--- src/rivs_regs.svh ---
`ifndef RIVS_REGS_SVH
`define RIVS_REGS_SVH
`define RIVS_RESET_APP_ADDR 14'h0000
`define RIVS_TABLE_APP_BASE 14'h0002
`define RIVS_TABLE_BOOT_OFS 14'h0002
`define RIVS_SLOT_WORDS 14'h0002
`define RIVS_FIRST_IRQ_VEC 5'h02
`define RIVS_LAST_VEC 5'h1a
`define RIVS_LAST_SRC_BIT 5'h18
`define RIVS_LAST_VEC_ADDR 14'h0032
`define RIVS_FUSE_UNPROG 1'b1
`endif

--- src/rivs_pkg.sv ---
package rivs_pkg;
  typedef logic [13:0] rivs_addr_t;
  typedef logic [4:0] rivs_vec_t;
endpackage

--- src/rivs_top.sv ---
`timescale 1ns/1ps
`include "rivs_regs.svh"
module rivs_top (
  input wire logic CLK,
  input wire logic NRST,
  input wire logic BOOT_RESET_SELECT_FUSE,
  input wire logic VECTOR_TABLE_SELECT_BIT,
  input wire rivs_pkg::rivs_addr_t BOOT_RESET_ADDR,
  input wire logic [25:0] IRQ_REQ,
  input wire logic IRQ_TAKE,
  output logic IRQ_PENDING,
  output rivs_pkg::rivs_vec_t VEC_NUM,
  output rivs_pkg::rivs_addr_t RESET_VECTOR,
  output rivs_pkg::rivs_addr_t VECTOR_ADDR
);
  import rivs_pkg::*;

  // --------------------------------------------------------------
  // Address arithmetic
  // --------------------------------------------------------------
  // Every slot is two words wide, so the offset is the vector number minus two, doubled.
  function automatic rivs_addr_t slot_addr(input rivs_addr_t base, input rivs_vec_t n);
    rivs_vec_t rel;
    rivs_addr_t idx;
    rel = n - `RIVS_FIRST_IRQ_VEC;
    idx = {9'h000, rel};
    slot_addr = 14'(base + idx * `RIVS_SLOT_WORDS);
  endfunction

  // The fuse reads one when unprogrammed; only a programmed fuse moves the reset entry.
  function automatic rivs_addr_t reset_addr(input logic fuse, input rivs_addr_t boot);
    if (fuse == `RIVS_FUSE_UNPROG) begin
      reset_addr = `RIVS_RESET_APP_ADDR;
    end else begin
      reset_addr = boot;
    end
  endfunction

  // The table start ignores the fuse, so the two choices mix freely.
  function automatic rivs_addr_t table_start(input logic vsel, input rivs_addr_t boot);
    if (vsel) begin
      table_start = 14'(boot + `RIVS_TABLE_BOOT_OFS);
    end else begin
      table_start = `RIVS_TABLE_APP_BASE;
    end
  endfunction

  // --------------------------------------------------------------
  // Priority
  // --------------------------------------------------------------
  // Lowest vector number wins, matching the fixed hardware priority order.
  function automatic rivs_vec_t winner(input logic [25:0] req);
    winner = `RIVS_FIRST_IRQ_VEC;
    for (int i = `RIVS_LAST_SRC_BIT; i >= 0; i--) begin
      if (req[i]) begin
        winner = 5'(i + `RIVS_FIRST_IRQ_VEC);
      end
    end
  endfunction

  // --------------------------------------------------------------
  // Next state
  // --------------------------------------------------------------
  // Straps are sampled each clock; changing them mid-run only moves the next fetch.
  rivs_addr_t reset_d;
  rivs_addr_t reset_q;
  rivs_addr_t vaddr_d;
  rivs_addr_t vaddr_q;
  rivs_addr_t tbase;
  rivs_vec_t vnum_d;
  rivs_vec_t vnum_q;
  logic pend_d;
  logic pend_q;

  always_comb begin
    reset_d = reset_addr(BOOT_RESET_SELECT_FUSE, BOOT_RESET_ADDR);
    tbase = table_start(VECTOR_TABLE_SELECT_BIT, BOOT_RESET_ADDR);
    vnum_d = winner(IRQ_REQ);
    vaddr_d = slot_addr(tbase, vnum_d);
    // The spare source has no slot, so it never raises a request.
    pend_d = |IRQ_REQ[`RIVS_LAST_SRC_BIT:0];
    // A take wins for one update, so a taken request is not offered twice in a row.
    if (IRQ_TAKE) begin
      pend_d = 1'b0;
    end
  end

  // --------------------------------------------------------------
  // State
  // --------------------------------------------------------------
  always_ff @(posedge CLK or negedge NRST) begin
    if (!NRST) begin
      reset_q <= `RIVS_RESET_APP_ADDR;
      vaddr_q <= `RIVS_TABLE_APP_BASE;
      vnum_q <= `RIVS_FIRST_IRQ_VEC;
      pend_q <= 1'b0;
    end else begin
      reset_q <= reset_d;
      vaddr_q <= vaddr_d;
      vnum_q <= vnum_d;
      pend_q <= pend_d;
    end
  end

  // --------------------------------------------------------------
  // Outputs
  // --------------------------------------------------------------
  // Every output comes straight from a flop, so the fetch logic never sees a glitch.
  assign RESET_VECTOR = reset_q;
  assign VECTOR_ADDR = vaddr_q;
  assign VEC_NUM = vnum_q;
  assign IRQ_PENDING = pend_q;
endmodule

--- config.mk ---
export PLATFORM = sky130hd
export DESIGN_NAME = rivs_top
export DESIGN_NICKNAME = d
export VERILOG_FILES = /design/src/rivs_pkg.sv /design/src/rivs_top.sv
export VERILOG_INCLUDE_DIRS = /design/src /design/src/src
export SDC_FILE = /design/constraint.sdc
export NUM_CORES = 1
export LEC_CHECK = 0
export BUFFER_PORTS_ARGS = -buffer_cell sky130_fd_sc_hd__buf_4
export CORE_ASPECT_RATIO = 0.7
export CORE_MARGIN = 8
export CORE_UTILIZATION = 48
export CTS_BUF_LIST = sky130_fd_sc_hd__clkbuf_16
export DETAILED_ROUTE_END_ITERATION = 16
export GPL_TIMING_DRIVEN = 0
export PLACE_DENSITY = 0.88
export SYNTH_ARGS = -nofsm -noshare
export SYNTH_HDL_FRONTEND = slang
export SYNTH_SLANG_ARGS = --single-unit
--- constraint.sdc ---
create_clock -name CLK -period 0.8 [get_ports CLK]
set_input_delay 0.16 -clock CLK [delete_from_list [all_inputs] [get_ports CLK]]
set_output_delay 0.16 -clock CLK [all_outputs]
set_load 0.005 [all_outputs]
* Yosys cells after proc, flatten, opt, wreduce, memory -nomap -nowiden *
Index checks and enable logic that the tools add are counted.

cells by class
  reductions and logical operators = 1
  muxes and demuxes = 28
  $add $sub $neg = 3

operator list
  operator                                                             count
  5-bit 2-to-1 mux                                                     25
  14-bit 2-to-1 mux                                                    2
  25-bit OR reduction                                                  1
  14-bit by 2-bit adder with 14-bit output (second input constant)     1
  14-bit by 6-bit adder with 14-bit output                             1
  5-bit by 2-bit subtractor with 5-bit output (second input constant)  1
  1-bit 2-to-1 mux                                                     1

storage, ports and cells
  input bits = 45
  register bits = 34
  output and inout bits = 34
  word-level logic and storage cells = 36

* Depth between registers and ports, before layout *
  depth in word-level cells = 27
  mapped depth = 14
  gate-level depth less buffers = 14

* Least setup slack after synthesis *
Ideal clock, no wire load.

  path type = in2reg
  from = input port IRQ_REQ[20]
  to = register vaddr_q[8] (netlist: VECTOR_ADDR[8])
  stages on the path = 14
  path slack = -2,077 ps
  data arrival time = 2,758 ps
  data required time = 680 ps
  library setup time = 120 ps
  path buffers = 0
  cells stage by stage = nor2_1 -> o21ai_0 -> a211oi_1 -> o31ai_1 -> a31oi_1 -> ha_1 -> xnor2_1 -> ha_1 -> o21ai_0 -> o21bai_1 -> a21oi_1 -> or2_2 -> or3_1 -> and3_1

on the way
  word-level cells in the longest chain between the ends = 23

RTL lines
  what                                                          line            text
  start: declaration                                            rivs_top.sv:9   input wire logic [25:0] IRQ_REQ,
  5-bit 2-to-1 mux (21 in a row)                                rivs_top.sv:55  if (req[i]) begin
  5-bit by 2-bit subtractor with 5-bit output (no source line)  n/a
  14-bit by 6-bit adder with 14-bit output (no source line)     n/a
  named net vaddr_d[8]                                          rivs_top.sv:67  rivs_addr_t vaddr_d;
  end signal: assignment                                        rivs_top.sv:94  vaddr_q <= `RIVS_TABLE_APP_BASE;
  end signal: assignment                                        rivs_top.sv:99  vaddr_q <= vaddr_d;
  end: declaration                                              rivs_top.sv:68  rivs_addr_t vaddr_q;

The timed path passes the listed nets, and every way through them passes these cells.

* Final worst setup path *
  from = input port IRQ_REQ[21]
  to = register vaddr_q[13] (netlist: VECTOR_ADDR[13])

on the way
  word-level cells in the longest chain between the ends = 24

RTL lines
  what                                                          line
  5-bit 2-to-1 mux (22 in a row)                                rivs_top.sv:55
  5-bit by 2-bit subtractor with 5-bit output (no source line)  n/a
  14-bit by 6-bit adder with 14-bit output (no source line)     n/a
  named net vaddr_d[13]                                         rivs_top.sv:67

The timed path passes the listed nets, and every way through them passes these cells.

==> run_results.csv <==
group,metric,value,unit
routing,drcViolationCount,0,
yosys,synth_fp_nets,254,
finish,multi_input_area,1413,sq um
power,vdd_ir_drop_max,1.902,mV
clock_network,clk_pin_slew_worst_paths,60,ps
yosys,yosysSeqAreaShare,44.49,%
floorplanning,initial_core_util,49.50,%
worst_setup_path,start_kind,"input port",
status,violations,"setup timing",
finish,seqCellArea,853.3,sq um
sta,grt_setup_unrepaired,"yes",
yosys,async_flop_share,100.0,%
finish,nets,364,
floorplanning,die_area,6307,sq um
routing,vias,2381,
global_routing,grt_pass1_wl,14.95,mm
hold_path,holdCritPathClass,"in2reg",
placement,io_buffers,76,
floorplanning,die_w,91.56,um
global_routing,first_global_vias,2496,
routing,ant_nets,0,
global_routing,grt_use_total,32.18,%
routing,drt-initial-drc-count,291,
yosys,netlist_instances,201,
yosys,synth_edf_count,0,
worst_setup_path,arrival,2920,ps
global_routing,antenna_found_initial,0,
clock_network,cts_buffers,5,
placement,dpl.hpwl,4.337,mm
floorplanning,ios,79,
finish,area_delta_synth_final,87.54,%
worst_setup_path,cp_max_fo,4,
power,p_leak,1.623,nW
yosys,synth_top_area_cell,"dfrtp_1",
clock_network,cts-htree-levels,2,
clock_network,cts_root_buf,"clkbuf_16",
power,power.density,1699,nW/um^2
placement,gp_congestion,0.8545,
clock_network,clk_path_buf_depth,2,
routing,vias_per_cell,6.541,
job,maxCapViolCount,0,
routing,drtPass1Iterations,6,
finish,drive_gt1_share,56.09,%
global_routing,overflow,0,
yosys,yosys_register_bits,34,
clock_network,cts_tree,"done",
power,finalPower,6.111,mW
sta,fin_crit_sh,343.7,%
finish,num_antenna_cells,0,
yosys,synthDistinctLibCells,42,
sta,slew_violations,0,
yosys,yosys.area.top_type_share,41.75,%
clock_network,cts_sinks,34,
sta,setup_ws,-1950,ps
sta,slew_headroom,58.47,%
sta,setup_viol,53,
sta,period_needed,2750,ps
sta,hold_viol,0,
floorplanning,core,3875,sq um
worst_setup_path,end_kind,"flop",
sta,worstMarginPinSlew,618.8,ps
yosys,syn_area,1918,sq um
finish,final_cell_mix,"49 x buf_6, 45 x buf_4, 32 x dfrtp_1",
yosys,synth-main-ff-cell,"dfrtp_1",
global_routing,grt_max_degree,35,
sta,fmax,0.3637,GHz
finish,fin_util,92.83,%
floorplanning,fp-row-count,19,
worst_setup_path,crit_type,"in2reg",
yosys,synthTopCellsByArea,"dfrtp_1 42%, ha_1 4.6%, xnor2_1 4.6%",
status,outcome,"complete, but fails checks",
yosys,avgSynthCellArea,9.543,sq um
worst_setup_path,cp.required,970,ps
routing,wl_per_cell,28.43,um
finish,nFillCells,127,
floorplanning,die_h,68.89,um
finish,final_common_cell,"buf_6",
routing,wl,10.35,mm
yosys,yosysWarnings,0,
## layer usage
| metal | up-vias | part of all wire (%) | track usage, % |
|---|---|---|---|
| li1 | 921 | - | - |
| met1 | 1148 | 35 | 36.46 |
| met2 | 241 | 47 | 53.49 |
| met3 | 71 | 12 | 11.35 |
| met4 | 0 | 5.3 | 18.26 |
| met5 | - | 0 | 0 |
## worst max-delay path, stage by stage
cell and delay [ps]:
buf_8 90, buf_6 90, nor2_4 30, o21ai_2 60, a211oi_2 100, o31ai_2 330
a31oi_2 210, ha_4 320, inv_2 50, ha_4 320, a21o_1 160, a21oi_2 80
nor2b_1 170, o21bai_2 120, or4_4 460, xor2_1 170
## cells in the mapped netlist (all sizes together) (2+ instances only)
cell type,number
a211oi,2
a21o,2
a21oi,10
a31oi,2
and2,5
and3,2
clkbuf,3
dfrtp,32
dfstp,2
ha,7
inv,11
nand2,12
nand2b,9
nand3,7
nand4,2
nor2,19
nor2b,13
nor3,10
nor4,6
o21ai,7
o21bai,3
o31ai,2
o41ai,2
or4,2
xnor2,10
xor2,8
## layout make-up
class | instances | share of cell area [%]
Sequential cell | 34 | 23.72
Multi-Input combinational cell | 153 | 39.27
Tap cell | 52 | 1.809
Inverter | 11 | 1.148
Buffer | 3 | 0.3130
Timing Repair Buffer | 103 | 28.35
Clock buffer | 5 | 3.478
Clock inverter | 3 | 1.913
## what timing repair did
item | 4_1_cts | 5_1_grt
endpoints found under the setup margin | 53 | 87
setup buffers | 34 | 10
cloned | 0 | 0
resized for setup | 106 | 27
hold buffers | 1 | 0
hold endpoints to repair | 32 | 0
pin swaps | 25 | 21
## report_power, final
| part | internal [mW] | switching (mW) |
|---|---|---|
| Combinational | 0.794 | 0.760 |
| Clock | 1.79 | 0.830 |
| Sequential | 1.85 | 0.0850 |
| Total | 4.44 | 1.67 |
## per-stage QoR
stage / instance area [sq um] / setup TNS, ps / worst slack, ps / cells / hold slack (ps)
after floorplan: 2029 / -18790 / -1744 / 201 / -135.6
after global placement: 2665 / -27060 / -2355 / 329 / 116.3
after detailed placement: 2665 / -28290 / -2462 / 329 / 121.5
after CTS: 3576 / -25040 / -1665 / 372 / 23.73
after global routing: 3597 / -29000 / -2005 / 364 / 20.90
final: 3597 / -27470 / -1950 / 364 / 24.40
## logic make-up (layout without fill, tap and decap cells)
kind of cell | after synthesis | in the layout | synth area share (%)
AO/OA/AOI/OAI | 36 | 36 | 12.46
XOR/XNOR | 18 | 18 | 8.219
adder cells (fa/ha/maj) | 8 | 8 | 5.610
buffers and inverters | 14 | 125 | 2.740
flip-flops | 34 | 34 | 44.49
multiplexers | 1 | 1 | 0.5870
AND/OR/NAND/NOR | 90 | 90 | 25.90
## sequential cells by signal (all words and copies together), names as in the netlist
register	count
VECTOR_ADDR	14
VEC_NUM	5
IRQ_PENDING	1
RESET_VECTOR	14
## worst paths after layout
check | slack, ps | start | cells past startpoint | endpoint
hold / removal | 20 | IRQ_TAKE | 2 | IRQ_PENDING
min in group asynchronous | 370 | NRST | 2 | VECTOR_ADDR[2]
max in group asynchronous | 120 | NRST | 2 | VECTOR_ADDR[1]
setup / recovery | -1950 | IRQ_REQ[21] | 16 | VECTOR_ADDR[13]
No activity file was read; power rests on OpenSTA's default activity.
